**src/inc/dmf_pkg.sv**
```systemverilog
package dmf_pkg;
  // send operand bit positions, counted from the lsb of a 64-bit word
  localparam int TYPE_LSB = 27;
  localparam int TYPE_W = 5;
  localparam int BCAST_BIT = 26;
  localparam int PART_LSB = 14;
  localparam int PART_W = 8;
  localparam int PTAG_LSB = 0;
  localparam int PTAG_W = 14;
  localparam logic [4:0] MSG_PROC_DB = 5'h00;
  localparam logic [4:0] MSG_PROC_DB_CRIT = 5'h01;
  localparam logic [4:0] MSG_GUEST_DB = 5'h02;
  localparam logic [4:0] MSG_GUEST_DB_CRIT = 5'h03;
  localparam logic [4:0] MSG_GUEST_DB_MC = 5'h04;
  localparam int NUM_TYPES = 5;
  // register map
  localparam logic [3:0] REG_PID = 4'h0;
  localparam logic [3:0] REG_GPID = 4'h1;
  localparam logic [3:0] REG_PART = 4'h2;
  localparam logic [3:0] REG_STATE = 4'h3;
  localparam logic [3:0] REG_PEND = 4'h4;
  localparam logic [3:0] REG_MASK = 4'h5;
  localparam logic [31:0] RESET_VAL = 32'h0000_0000;
  localparam logic [4:0] MASK_RESET = 5'h1f;
  // save pair select and vector codes
  localparam logic [1:0] SAVE_BASE = 2'h0;
  localparam logic [1:0] SAVE_CRIT = 2'h1;
  localparam logic [1:0] SAVE_GUEST = 2'h2;
  localparam logic [2:0] VEC_PROC_DB = 3'h0;
  localparam logic [2:0] VEC_PROC_CRIT = 3'h1;
  localparam logic [2:0] VEC_GUEST_DB = 3'h2;
  localparam logic [2:0] VEC_GUEST_CRIT_MC = 3'h3;

  typedef struct packed {
    logic valid;
    logic dedicated;
    logic [63:0] payload;
  } dmf_msg_t;

  typedef struct packed {
    logic valid;
    logic [1:0] save_pair;
    logic [2:0] vector;
    logic [2:0] kind;
  } dmf_take_t;
endpackage : dmf_pkg

```
**src/design/dmf_top.sv**
```systemverilog
// Summary of operation
// - five-bit type field; codes 0..4 name the five doorbell kinds
// - broadcast skips processor tag compare, partition must still match
// - partition tag mismatch rejects the message always
// - processor doorbells compare tag with processor id low fourteen bits
// - guest doorbells compare tag with guest processor id instead
// - acceptance raises the pending exception of that message type
// - pending holds until interrupt taken, clear of that type, or a write-one to its pending register bit
// - later identifier changes never clear a pending exception
// - pending bits do not count; repeats leave one pending
// - every privileged send with stores done goes out, others are refused; every seen message is filtered here
// - outgoing messages carry a dedicated transaction type only sends make
// - any payload may be sent but sending needs hypervisor privilege
// - sends not ordered with memory except stores before barrier
// - guest doorbells interrupt only in guest state with matching enable
// - all to hypervisor; base, guest and critical save pairs as typed
// - guest critical and guest machine check share one vector
// - priority: guest mc, proc crit, guest crit, proc db, guest db
//
// Design decisions made here: the placing of the registers and the strobed register port.
module dmf_top
  import dmf_pkg::*;
(
  input wire logic CLK,
  input wire logic RST,
  input wire logic [3:0] ADDR,
  input wire logic [31:0] WDATA,
  input wire logic WR,
  input wire logic RD,
  output logic [31:0] RDATA,
  input wire logic SEND,
  input wire logic [63:0] SEND_OPERAND,
  input wire logic HYP_PRIV,
  input wire logic STORES_DONE,
  output logic SEND_REFUSED,
  output dmf_pkg::dmf_msg_t TX_MSG,
  input wire dmf_pkg::dmf_msg_t RX_MSG,
  input wire logic CLEAR,
  input wire logic [4:0] CLEAR_TYPE,
  input wire logic TAKE_ACK,
  output dmf_pkg::dmf_take_t TAKE_REQ,
  output logic IRQ
);
  import dmf_pkg::*;

  logic [31:0] pid, next_pid;
  logic [31:0] gpid, next_gpid;
  logic [7:0] part, next_part;
  logic [3:0] state, next_state;
  logic [4:0] pend, next_pend;
  logic [4:0] mask, next_mask;
  logic [31:0] rdata, next_rdata;
  dmf_msg_t tx, next_tx;
  logic refused, next_refused;
  dmf_msg_t rx_q;
  logic [4:0] hit;
  logic [4:0] clr;
  logic [4:0] ready;
  dmf_take_t take;

  // state bits: 0 external enable, 1 critical enable, 2 machine check enable, 3 guest state
  wire ee = state[0];
  wire ce = state[1];
  wire me = state[2];
  wire gs = state[3];

  function automatic logic [4:0] type_onehot(input logic [4:0] code);
    logic [4:0] v;
    v = 5'h00;
    if (code < 5'(NUM_TYPES)) begin
      v[code[2:0]] = 1'b1;
    end
    return v;
  endfunction : type_onehot

  // receive path is registered once; the link is same-clock logic
  always_ff @(posedge CLK) begin
    if (RST) begin
      rx_q <= '0;
    end else begin
      rx_q <= RX_MSG;
    end
  end

  // filtering: every dedicated message is examined here
  always_comb begin
    logic [4:0] t;
    logic [13:0] tag;
    logic part_ok;
    logic pid_ok;
    logic gpid_ok;
    t = rx_q.payload[TYPE_LSB +: TYPE_W];
    tag = rx_q.payload[PTAG_LSB +: PTAG_W];
    part_ok = rx_q.payload[PART_LSB +: PART_W] == part;
    pid_ok = rx_q.payload[BCAST_BIT] || (tag == pid[13:0]);
    gpid_ok = rx_q.payload[BCAST_BIT] || (tag == gpid[13:0]);
    hit = 5'h00;
    if (rx_q.valid && rx_q.dedicated && part_ok) begin
      hit = type_onehot(t) & {gpid_ok, gpid_ok, gpid_ok, pid_ok, pid_ok};
    end
  end

  // interrupt eligibility and priority selection
  always_comb begin
    ready[0] = pend[0] & mask[0] & ee;
    ready[1] = pend[1] & mask[1] & ce;
    ready[2] = pend[2] & mask[2] & ee & gs;
    ready[3] = pend[3] & mask[3] & ce & gs;
    ready[4] = pend[4] & mask[4] & me & gs;
    take = '0;
    // highest first; all targets are hypervisor-level handlers
    if (ready[4]) begin
      take = '{valid: 1'b1, save_pair: SAVE_CRIT, vector: VEC_GUEST_CRIT_MC, kind: 3'h4};
    end else if (ready[1]) begin
      take = '{valid: 1'b1, save_pair: SAVE_CRIT, vector: VEC_PROC_CRIT, kind: 3'h1};
    end else if (ready[3]) begin
      take = '{valid: 1'b1, save_pair: SAVE_CRIT, vector: VEC_GUEST_CRIT_MC, kind: 3'h3};
    end else if (ready[0]) begin
      take = '{valid: 1'b1, save_pair: SAVE_BASE, vector: VEC_PROC_DB, kind: 3'h0};
    end else if (ready[2]) begin
      take = '{valid: 1'b1, save_pair: SAVE_GUEST, vector: VEC_GUEST_DB, kind: 3'h2};
    end
  end

  assign TAKE_REQ = take;
  assign IRQ = take.valid;

  // clear sources: taken interrupt, clear instruction, or software write-one
  always_comb begin
    clr = 5'h00;
    if (TAKE_ACK && take.valid) begin
      clr[take.kind] = 1'b1;
    end
    if (CLEAR) begin
      clr = clr | type_onehot(CLEAR_TYPE);
    end
    if (WR && ADDR == REG_PEND) begin
      clr = clr | WDATA[4:0];
    end
  end

  // next values of registers and pending bits; a new hit beats a clear
  always_comb begin
    next_pid = pid;
    next_gpid = gpid;
    next_part = part;
    next_state = state;
    next_mask = mask;
    next_pend = (pend & ~clr) | hit;
    if (WR) begin
      case (ADDR)
        REG_PID: next_pid = WDATA;
        REG_GPID: next_gpid = WDATA;
        REG_PART: next_part = WDATA[7:0];
        REG_STATE: next_state = WDATA[3:0];
        REG_MASK: next_mask = WDATA[4:0];
        default: ;
      endcase
    end
    next_rdata = RESET_VAL;
    if (RD) begin
      case (ADDR)
        REG_PID: next_rdata = pid;
        REG_GPID: next_rdata = gpid;
        REG_PART: next_rdata = {24'h00_0000, part};
        REG_STATE: next_rdata = {28'h000_0000, state};
        REG_PEND: next_rdata = {27'h000_0000, pend};
        REG_MASK: next_rdata = {27'h000_0000, mask};
        default: next_rdata = RESET_VAL;
      endcase
    end
  end

  // send path: privileged, barrier-gated so earlier stores land first
  always_comb begin
    next_tx = '0;
    next_refused = 1'b0;
    if (SEND) begin
      if (!HYP_PRIV) begin
        next_refused = 1'b1;
      end else if (STORES_DONE) begin
        next_tx.valid = 1'b1;
        next_tx.dedicated = 1'b1;
        next_tx.payload = SEND_OPERAND;
      end else begin
        next_refused = 1'b1;
      end
    end
  end

  // register stage for all state except rx_q, which the receive path registers above
  always_ff @(posedge CLK) begin
    if (RST) begin
      pid <= RESET_VAL;
      gpid <= RESET_VAL;
      part <= 8'h00;
      state <= 4'h0;
      pend <= 5'h00;
      mask <= MASK_RESET;
      rdata <= RESET_VAL;
      tx <= '0;
      refused <= 1'b0;
    end else begin
      pid <= next_pid;
      gpid <= next_gpid;
      part <= next_part;
      state <= next_state;
      pend <= next_pend;
      mask <= next_mask;
      rdata <= next_rdata;
      tx <= next_tx;
      refused <= next_refused;
    end
  end

  assign RDATA = rdata;
  assign TX_MSG = tx;
  assign SEND_REFUSED = refused;

  // each accepted type must show up pending on the next edge, whatever else clears it
  pend_set_a: assert property (@(posedge CLK) disable iff (RST)
    hit[0] |=> pend[0]) else $error("accepted doorbell not pending");
  pend_set1_a: assert property (@(posedge CLK) disable iff (RST)
    hit[1] |=> pend[1])
    else $error("accepted critical doorbell not pending");
  pend_set2_a: assert property (@(posedge CLK) disable iff (RST)
    hit[2] |=> pend[2])
    else $error("accepted guest doorbell not pending");
  pend_set3_a: assert property (@(posedge CLK) disable iff (RST)
    hit[3] |=> pend[3])
    else $error("accepted guest critical not pending");
  pend_set4_a: assert property (@(posedge CLK) disable iff (RST)
    hit[4] |=> pend[4])
    else $error("accepted guest machine check not pending");

  // nothing but a hit may raise a pending bit
  pend_quiet0_a: assert property (@(posedge CLK) disable iff (RST)
    (!pend[0] && !hit[0]) |=> !pend[0])
    else $error("doorbell pending without hit");
  pend_quiet1_a: assert property (@(posedge CLK) disable iff (RST)
    (!pend[1] && !hit[1]) |=> !pend[1])
    else $error("critical pending without hit");
  pend_quiet2_a: assert property (@(posedge CLK) disable iff (RST)
    (!pend[2] && !hit[2]) |=> !pend[2])
    else $error("guest pending without hit");
  pend_quiet3_a: assert property (@(posedge CLK) disable iff (RST)
    (!pend[3] && !hit[3]) |=> !pend[3])
    else $error("guest critical pending without hit");
  pend_quiet4_a: assert property (@(posedge CLK) disable iff (RST)
    (!pend[4] && !hit[4]) |=> !pend[4])
    else $error("guest machine check pending without hit");

  // a clear with no competing hit must drop the bit on the next edge
  pend_clear0_a: assert property (@(posedge CLK) disable iff (RST)
    (clr[0] && !hit[0]) |=> !pend[0])
    else $error("doorbell clear ignored");
  pend_clear1_a: assert property (@(posedge CLK) disable iff (RST)
    (clr[1] && !hit[1]) |=> !pend[1])
    else $error("critical clear ignored");
  pend_clear2_a: assert property (@(posedge CLK) disable iff (RST)
    (clr[2] && !hit[2]) |=> !pend[2])
    else $error("guest clear ignored");
  pend_clear3_a: assert property (@(posedge CLK) disable iff (RST)
    (clr[3] && !hit[3]) |=> !pend[3])
    else $error("guest critical clear ignored");
  pend_clear4_a: assert property (@(posedge CLK) disable iff (RST)
    (clr[4] && !hit[4]) |=> !pend[4])
    else $error("guest machine check clear ignored");

  // filter checks: tag compare source depends on the type
  proc_tag_a: assert property (@(posedge CLK) disable iff (RST)
    (rx_q.payload[TYPE_LSB +: TYPE_W] == MSG_PROC_DB && !rx_q.payload[BCAST_BIT]
     && rx_q.payload[PTAG_LSB +: PTAG_W] != pid[13:0]) |-> !hit[0])
    else $error("doorbell tag mismatch accepted");
  crit_tag_a: assert property (@(posedge CLK) disable iff (RST)
    (rx_q.payload[TYPE_LSB +: TYPE_W] == MSG_PROC_DB_CRIT && !rx_q.payload[BCAST_BIT]
     && rx_q.payload[PTAG_LSB +: PTAG_W] != pid[13:0]) |-> !hit[1])
    else $error("critical tag mismatch accepted");
  guest_tag_a: assert property (@(posedge CLK) disable iff (RST)
    (rx_q.payload[TYPE_LSB +: TYPE_W] == MSG_GUEST_DB && !rx_q.payload[BCAST_BIT]
     && rx_q.payload[PTAG_LSB +: PTAG_W] != gpid[13:0]) |-> !hit[2])
    else $error("guest tag mismatch accepted");
  gcrit_tag_a: assert property (@(posedge CLK) disable iff (RST)
    (rx_q.payload[TYPE_LSB +: TYPE_W] == MSG_GUEST_DB_CRIT && !rx_q.payload[BCAST_BIT]
     && rx_q.payload[PTAG_LSB +: PTAG_W] != gpid[13:0]) |-> !hit[3])
    else $error("guest critical tag mismatch accepted");
  gmc_tag_a: assert property (@(posedge CLK) disable iff (RST)
    (rx_q.payload[TYPE_LSB +: TYPE_W] == MSG_GUEST_DB_MC && !rx_q.payload[BCAST_BIT]
     && rx_q.payload[PTAG_LSB +: PTAG_W] != gpid[13:0]) |-> !hit[4])
    else $error("guest machine check tag mismatch accepted");
  proc_accept_a: assert property (@(posedge CLK) disable iff (RST)
    (rx_q.valid && rx_q.dedicated && rx_q.payload[TYPE_LSB +: TYPE_W] == MSG_PROC_DB
     && rx_q.payload[PART_LSB +: PART_W] == part
     && rx_q.payload[PTAG_LSB +: PTAG_W] == pid[13:0]) |-> hit[0])
    else $error("matching doorbell refused");
  guest_accept_a: assert property (@(posedge CLK) disable iff (RST)
    (rx_q.valid && rx_q.dedicated && rx_q.payload[TYPE_LSB +: TYPE_W] == MSG_GUEST_DB
     && rx_q.payload[PART_LSB +: PART_W] == part
     && rx_q.payload[PTAG_LSB +: PTAG_W] == gpid[13:0]) |-> hit[2])
    else $error("matching guest doorbell refused");
  plain_txn_a: assert property (@(posedge CLK) disable iff (RST)
    !rx_q.dedicated |-> hit == 5'h00)
    else $error("ordinary transaction accepted");
  one_type_a: assert property (@(posedge CLK) disable iff (RST)
    $onehot0(hit))
    else $error("one message hit several types");

  // interrupt side: gating, priority and save pair per kind
  irq_pend_a: assert property (@(posedge CLK) disable iff (RST)
    IRQ |-> (pend & mask) != 5'h00)
    else $error("interrupt without unmasked pending bit");
  proc_gate_a: assert property (@(posedge CLK) disable iff (RST)
    (take.valid && take.kind == 3'h0) |-> (ee && pend[0]))
    else $error("doorbell taken while disabled");
  crit_gate_a: assert property (@(posedge CLK) disable iff (RST)
    (take.valid && take.kind == 3'h1) |-> (ce && pend[1]))
    else $error("critical doorbell taken while disabled");
  gcrit_gate_a: assert property (@(posedge CLK) disable iff (RST)
    (take.valid && take.kind == 3'h3) |-> (gs && ce))
    else $error("guest critical ungated");
  gmc_gate_a: assert property (@(posedge CLK) disable iff (RST)
    (take.valid && take.kind == 3'h4) |-> (gs && me))
    else $error("guest machine check ungated");
  mc_first_a: assert property (@(posedge CLK) disable iff (RST)
    ready[4] |-> take.kind == 3'h4)
    else $error("guest machine check outranked");
  crit_next_a: assert property (@(posedge CLK) disable iff (RST)
    (ready[1] && !ready[4]) |-> take.kind == 3'h1)
    else $error("critical doorbell outranked");
  gcrit_next_a: assert property (@(posedge CLK) disable iff (RST)
    (ready[3] && !ready[4] && !ready[1]) |-> take.kind == 3'h3)
    else $error("guest critical outranked");
  db_next_a: assert property (@(posedge CLK) disable iff (RST)
    (ready[0] && !ready[4] && !ready[1] && !ready[3]) |-> take.kind == 3'h0)
    else $error("doorbell outranked");
  save_base_a: assert property (@(posedge CLK) disable iff (RST)
    (take.valid && take.kind == 3'h0) |-> take.save_pair == SAVE_BASE)
    else $error("doorbell save pair wrong");
  save_guest_a: assert property (@(posedge CLK) disable iff (RST)
    (take.valid && take.kind == 3'h2) |-> take.save_pair == SAVE_GUEST)
    else $error("guest doorbell save pair wrong");
  save_crit_a: assert property (@(posedge CLK) disable iff (RST)
    (take.valid && take.kind inside {3'h1, 3'h3, 3'h4}) |-> take.save_pair == SAVE_CRIT)
    else $error("critical save pair wrong");

  // send side: only an accepted send makes a dedicated transaction; then further filter, pending, gate, vector and send checks
  stores_gate_a: assert property (@(posedge CLK) disable iff (RST)
    (SEND && HYP_PRIV && !STORES_DONE) |=> (!TX_MSG.valid && SEND_REFUSED))
    else $error("send overtook earlier stores");
  tx_idle_a: assert property (@(posedge CLK) disable iff (RST)
    !SEND |=> !TX_MSG.valid)
    else $error("transaction without send");
  tx_ded_a: assert property (@(posedge CLK) disable iff (RST)
    TX_MSG.valid |-> TX_MSG.dedicated)
    else $error("send without dedicated type");
  part_rej_a: assert property (@(posedge CLK) disable iff (RST)
    (rx_q.payload[PART_LSB +: PART_W] != part) |-> hit == 5'h00) else $error("partition mismatch hit");
  bad_type_a: assert property (@(posedge CLK) disable iff (RST)
    (rx_q.payload[TYPE_LSB +: TYPE_W] > 5'h04) |-> hit == 5'h00) else $error("bad type accepted");
  pend_hold_a: assert property (@(posedge CLK) disable iff (RST)
    (pend[2] && !clr[2]) |=> pend[2]) else $error("pending dropped without clear");
  pend0_hold_a: assert property (@(posedge CLK) disable iff (RST)
    (pend[0] && !clr[0]) |=> pend[0])
    else $error("doorbell dropped without clear");
  pend1_hold_a: assert property (@(posedge CLK) disable iff (RST)
    (pend[1] && !clr[1]) |=> pend[1])
    else $error("critical dropped without clear");
  pend3_hold_a: assert property (@(posedge CLK) disable iff (RST)
    (pend[3] && !clr[3]) |=> pend[3])
    else $error("guest critical dropped without clear");
  pend4_hold_a: assert property (@(posedge CLK) disable iff (RST)
    (pend[4] && !clr[4]) |=> pend[4])
    else $error("guest machine check dropped without clear");
  guest_gate_a: assert property (@(posedge CLK) disable iff (RST)
    (take.valid && take.kind == 3'h2) |-> (gs && ee)) else $error("guest doorbell ungated");
  vec_share_a: assert property (@(posedge CLK) disable iff (RST)
    (take.valid && take.kind inside {3'h3, 3'h4}) |-> take.vector == VEC_GUEST_CRIT_MC) else $error("vector split");
  send_priv_a: assert property (@(posedge CLK) disable iff (RST)
    (SEND && !HYP_PRIV) |=> (!TX_MSG.valid && SEND_REFUSED)) else $error("unprivileged send");
  send_copy_a: assert property (@(posedge CLK) disable iff (RST)
    (SEND && HYP_PRIV && STORES_DONE) |=> (TX_MSG.dedicated && TX_MSG.payload == $past(SEND_OPERAND))) else $error("send lost");
  bcast_accept_a: assert property (@(posedge CLK) disable iff (RST)
    (rx_q.valid && rx_q.dedicated && rx_q.payload[BCAST_BIT] && rx_q.payload[TYPE_LSB +: TYPE_W] == 5'h01
     && rx_q.payload[PART_LSB +: PART_W] == part) |-> hit[1]) else $error("broadcast not accepted");
endmodule : dmf_top

```
**config.mk**
```make
export PLATFORM = sky130hd
export DESIGN_NAME = dmf_top
export DESIGN_NICKNAME = d
export VERILOG_FILES = /design/src/inc/dmf_pkg.sv /design/src/design/dmf_top.sv
export SDC_FILE = /design/constraint.sdc
export NUM_CORES = 1
export LEC_CHECK = 0
export BUFFER_PORTS_ARGS = -buffer_cell sky130_fd_sc_hd__buf_2
export CAP_MARGIN = 40
export CORE_ASPECT_RATIO = 1.1
export CORE_MARGIN = 2
export CORE_UTILIZATION = 52
export DETAILED_ROUTE_END_ITERATION = 10
export GPL_TIMING_DRIVEN = 0
export PLACE_DENSITY = 0.87
export SYNTH_ARGS = -nofsm -noshare
export SYNTH_HDL_FRONTEND = slang
export SYNTH_SLANG_ARGS = --single-unit
```
**constraint.sdc**
```tcl
create_clock -name CLK -period 4.45 [get_ports CLK]
set_clock_uncertainty 0.1 [all_clocks]
set_input_delay 1.1125 -clock CLK [delete_from_list [all_inputs] [get_ports CLK]]
set_output_delay 1.1125 -clock CLK [all_outputs]
set_load 0.01 [all_outputs]
```
==> results.tsv, run 1 <==
metric	value	unit
core_region_area	14270	um2
dieArea	15440	um2
core.rowCount	46	
report.final.slew_viol_count	0	
grt_setup_unrepaired	no	
grt_pass1_wl	31890	um
synth-seq-cells	214	
leakagePower	0.004179	uW
synth_enable_flop_cells	0	
grt-ovfl-total	0	
ctsHtreeMaxLevel	1	
postCtsSetupRepairBufs	0	
worst-setup-path-type	flop to output port	
avg_wl_per_cell	16.22	um
min_path_type	flop to flop	
synth.most_common_cell	dfxtp_1	
drt-initial-drc-count	478	
largest_net_degree_at_the_start_of_global_routing	15	
run_status	completed	
ctsResizeCount	0	
ys_seq_area_frac	0.5699	
placed_cells_incl_taps	1244	
critPathMaxStageDelay	0.44	ns
post-route-util	0.6748	
drc	0	
insertedDiodeCount	0	
worst-slew-pin-transition	0.8866	ns
p_switching	858.3	uW
clk_pin_slew	0.06	ns
setup_violations	0	
syn_inst	802	
drive_gt1_frac	0.2778	
power_frac_comb	0.058	
intPower	2968	uW
vias_in_the_first_global_route	6316	
report.final.hold_viol_count	0	
syn_to_final_growth	28.13	%
drt_pass1_iterations	5	
floorplan.die.height	130.1	um
vias	6584	
pwr-share-seq	0.515	
grt_util_all_layers	0.2617	
worstSetupStartpointType	flop	
ys_dominant_reg_cell	dfxtp_1	
top_cells_by_count_synth	dfxtp_1 (214), nand2_1 (155), a21oi_1 (74)	
cts-hold-fix-buffers	0	
share_of_the_clock_period_used_by_the_worst_path_after_layout	0.7141	
worst-path-max-fanout	5	
synthArstFlopShare	0	
critPathSlowestCell	o21ai_0	
io_buffers	250	
maxClockFrequency	0.3147	GHz
gp_congestion	0.8943	
synthesis.area_per_instance	9.373	um2
dpl.hpwl	15650	um
period_needed	3.178	ns
area_leader_netlist	dfxtp_1	
dieWidth	118.6	um
synth.top_cells.by_area	dfxtp_1 (57%), nand2_1 (7.7%), and2_1 (5.6%)	
route.detailed.vias_per_inst	5.148	
synth_nets	982	
clk_root_buffer_cell	clkbuf_16	
tritoncts	yes	
synthesis.yosys.warnings	0	
pwr_per_cell_area	397.3	nW/um2
clock_latency	0.50	ns
fin_tns_setup	0	ns
syn_area	7517	um2
final-instance-count-excl-fill	1279	
cts.path.max_buffers	3	
initial_core_util	0.5266	
detail-route-antenna-nets	0	
worst_ep_arrival_time	1.97	ns
antenna_found_initial	0	
ioPinCount	289	
power.share.switching	0.2243	
postRouteWirelength	20750	um
synth_cell_type_count	46	
numClockSinks	214	
power.share.clock	0.427	
final_net_count	1255	
setup.worst_path.end_class	output port	
slew_headroom	0.4035	
cts_buffers	21	
critical_path_required	3.24	ns
crit_path_cell_trace	and3_1 > o21ai_0 > nor3b_1 > buf_2	
fin_worst_hold_slack	0.3559	ns
yosys.area.top_type_share	0.5699	
max_cap_violations	0	
vdd_drop_max	0.3155	mV
[flip-flops by register name, summed over array words and instances, names as in the netlist, 4 cells and up]
name    flops
TX_MSG     65
state       4
part        8
rx_q       30
RDATA      32
pend        5
pid        32
mask        5
gpid       32
[through the flow]
step | total power (uW) | cell area [um2] | setup WS, ns
floorplan | 2112 | 7517 | 1.751
global placement | 2226 | 9009 | 1.361
detailed placement | 2232 | 9009 | 1.281
CTS | 3835 | 9632 | 1.266
global route | 3949 | 9632 | 1.122
finish | 3827 | 9632 | 1.272
[final cells by class]
cell class	count	area, um2
timing repair buffer	250	1251
clock inverter	7	41.29
buffer	52	219.0
inverter	4	15.01
tap	192	240.2
clock buffer	28	581.8
sequential	214	4284
multi-input combinational	532	2999
fill	1129	4642
[kinds of logic (layout without fill, tap and decap cells)]
kind of cell | after synthesis | in the layout | share of synthesized area
AOI/OAI and AO/OA | 129 | 129 | 0.1049
muxes | 14 | 14 | 0.02197
and+or+nand+nor | 352 | 352 | 0.2297
buffers and inverters | 56 | 341 | 0.03112
DFF | 214 | 214 | 0.5699
other | 1 | 1 | 0.0004989
xor gates and xnor gates | 36 | 36 | 0.04194
[placed cells by master (no fill, tap or decap), types with 4 or more instances in the layout]
cell       count
a21oi_1       74
clkbuf_1      45
nor2b_1       31
and2_1        67
o21ai_0       10
nor3_1         4
nand3b_1       7
nand2_1      155
nor2_1        47
a221oi_1       4
nor4_1         5
xnor2_1       17
dfxtp_1      214
mux2i_1       12
nand3_1       12
buf_2        257
xor2_1        19
clkbuf_16     21
clkinv_2       5
nand4_1        6
buf_4          4
inv_1          4
a22oi_1       25
[final timing paths]
| path | start | endpoint | slack, ns | depth (start not counted) |
|---|---|---|---|---|
| max reg2reg | part[4] | pend[4] | 2.41 | 4 |
| max | pend[3] | TAKE_REQ[7] | 1.27 | 4 |
| min reg2reg | pid[26] | pid[26] | 0.36 | 2 |
| min | pid[26] | pid[26] | 0.36 | 2 |
[critical path, delay by kind of cell, from the launching register on]
family	cells	cell delay, ns
buf+inv	1	0.18
simple gates	2	0.52
compound gates	1	0.44
flops	1	0.32
[metal layers]
metal  track usage  up-vias  routed length, um
met5             0        -                  0
met4       0.09104        0                547
met3       0.06731       44               1997
met2        0.4834      327              10680
met1        0.2940     3014               7528
li1              -     3199                  -
[power by group through the flow]
stage	registers (uW)	clock network, uW	logic (uW)
2_1_floorplan	2010	0	98.1
3_3_place_gp	2010	0	213
3_5_place_dp	2010	0	218
4_1_cts	1970	1640	220
5_1_grt	1970	1730	242
6_report	1970	1630	221
(Power assumes the default switching activity.)
==> inputs of run 2 (changes only) <==
Settings changed: CORE_UTILIZATION 52 to 48, PLACE_DENSITY 0.87 to 0.82.
Clock period 4.45 ns to 3.1 ns, I/O delays scaled along.
==> run 2 against run 1 <==
  * Sequential share of layout area down 0.65 points
  * First-iteration DRC count is 12% lower
  * Critical path depth is the same
  * Combinational power is 44% higher
  * Register-to-register slack got worse by 1.3 ns
  * Non-clock buffer count did not move
  * Die area is 8.1% higher
  * Design area increased by 1.5%
  * Flip-flop and latch count unchanged
  * Clock-buffer cell count unchanged
  * Global-route usage fell by 1.3 points
  * Routed wire length increased by 2.0%
==> results.tsv, run 2 (synthesis gave the netlist of run 1 again) <==
metric	value	unit
vias_in_the_first_global_route	6502	
post_route_cell_area	9774	um2
run_status	completed	
clk_pin_slew	0.06	ns
p_switching	1267	uW
critical_path_required	2.22	ns
ioPinCount	289	
fin_worst_hold_slack	0.3545	ns
cpLargestDelayFamily	simple AND/OR/NAND/NOR gates	
max_cap_violations	0	
dpl.hpwl	15970	um
min_path_type	flop to flop	
report.final.slew_viol_count	0	
power.share.switching	0.2159	
numClockSinks	214	
cts_buffers	22	
drt_pass1_iterations	7	
critPathSlowestCell	o21ai_0	
timing.critical_path.buf_inv	1	
worstSetupStartpointType	flop	
postCtsSetupRepairBufs	0	
postRouteWirelength	21170	um
core.rowCount	47	
detail-route-antenna-nets	0	
dieWidth	123.3	um
report.final.hold_viol_count	0	
fin_tns_setup	0	ns
syn_to_final_growth	30.03	%
ctsResizeCount	0	
drt-initial-drc-count	421	
setup.worst_path.end_class	output port	
setup_violations	0	
layout_commonest_cell	buf_2	
worst_ep_arrival_time	1.98	ns
ctsHtreeMaxLevel	1	
power_frac_comb	0.054	
clk_root_buffer_cell	clkbuf_16	
vdd_drop_max	0.3982	mV
total_power	5868	uW
cts-hold-fix-buffers	0	
gp_congestion	0.9126	
worst-setup-path-type	flop to output port	
most-common-layout-cells	buf_2 (257), dfxtp_1 (214), nand2_1 (155)	
dieArea	16680	um2
intPower	4601	uW
pwr_per_cell_area	600.3	nW/um2
post_dp_cell_area	9014	um2
drc	0	
initial_core_util	0.4955	
cts.path.max_buffers	3	
route.detailed.vias_per_inst	5.152	
antenna_found_initial	1	
grt-ovfl-total	0	
floorplan.die.height	135.3	um
insertedDiodeCount	0	
period_needed	2.857	ns
largest_net_degree_at_the_start_of_global_routing	16	
power.share.clock	0.463	
slew_headroom	0.3469	
maxClockFrequency	0.3501	GHz
drive_gt1_frac	0.2823	
clock_latency	0.50	ns
crit_path_cell_trace	and3_1 > o21ai_0 > nor3b_1 > buf_2	
share_of_the_clock_period_used_by_the_worst_path_after_layout	0.9215	
grt_setup_unrepaired	no	
worst-path-max-fanout	5	
largest_register_ff_count	65	
avg_wl_per_cell	16.45	um
tritoncts	yes	
ff2ff_setup_slack	1.08	ns
critPathMaxStageDelay	0.42	ns
core_region_area	15170	um2
io_buffers	250	
grt_util_all_layers	0.2487	
grt_pass1_wl	32310	um
leakagePower	0.004245	uW
pwr-share-seq	0.482	
vias	6631	
post-route-util	0.6442	
final_net_count	1256	
worst-slew-pin-transition	0.9707	ns
## run 2: changes by cell type in the layout (fill, tap and decap cells not counted), sizes merged
cell | before | now
bufinv | 0 | 3
clkinv | 5 | 6
## run 2: per-stage QoR
stage / setup WS (ns) / instances
after floorplan: 0.7386 / 802
after global placement: 0.3722 / 1248
after detailed placement: 0.2893 / 1248
after CTS: 0.2373 / 1287
after global routing: 0.1380 / 1287
final: 0.2433 / 1287
## run 2: power groups by stage
| stage | Sequential (uW) | Combinational (uW) | Clock, uW |
|---|---|---|---|
| 3_5_place_dp | 2890 | 314 | 0 |
| 2_1_floorplan | 2890 | 141 | 0 |
| 5_1_grt | 2830 | 346 | 2880 |
| 3_3_place_gp | 2890 | 308 | 0 |
| 6_report | 2830 | 318 | 2720 |
| 4_1_cts | 2830 | 317 | 2750 |
## run 2: cell type report
type | instances | area (um2)
buffer | 52 | 219.0
clock buffer | 28 | 613.1
clock inverter | 11 | 147.6
fill | 1292 | 5398
inverter | 4 | 15.01
multi-input combinational | 532 | 2999
sequential | 214 | 4284
tap | 196 | 245.2
timing repair buffer | 250 | 1251
## run 2: final timing paths
path / start / cells past startpoint / endpoint
setup / recovery: pend[3] / 4 / TAKE_REQ[7]
hold / removal: pid[20] / 2 / pid[20]
setup reg to reg: part[4] / 4 / pend[4]
hold reg to reg: pid[20] / 2 / pid[20]
## run 2: layer usage
metal  vias up  track usage  routed length (um)  share of wire
li1       3209            -                   -              -
met1      3047       0.2752                7802           0.37
met2       318       0.4457               10810           0.51
met3        55      0.06818                1845          0.087
met4         2      0.09975                 702          0.033
met5         -            0                  11        0.00052
## run 2: worst register-to-register path: cells and delay by family, from the launching register on
family           cells  cell delay [ns]
AO/OA/AOI/OAI        1             0.20
XOR/XNOR             1             0.18
AND/OR/NAND/NOR      2             1.10
flip-flops           1             0.37
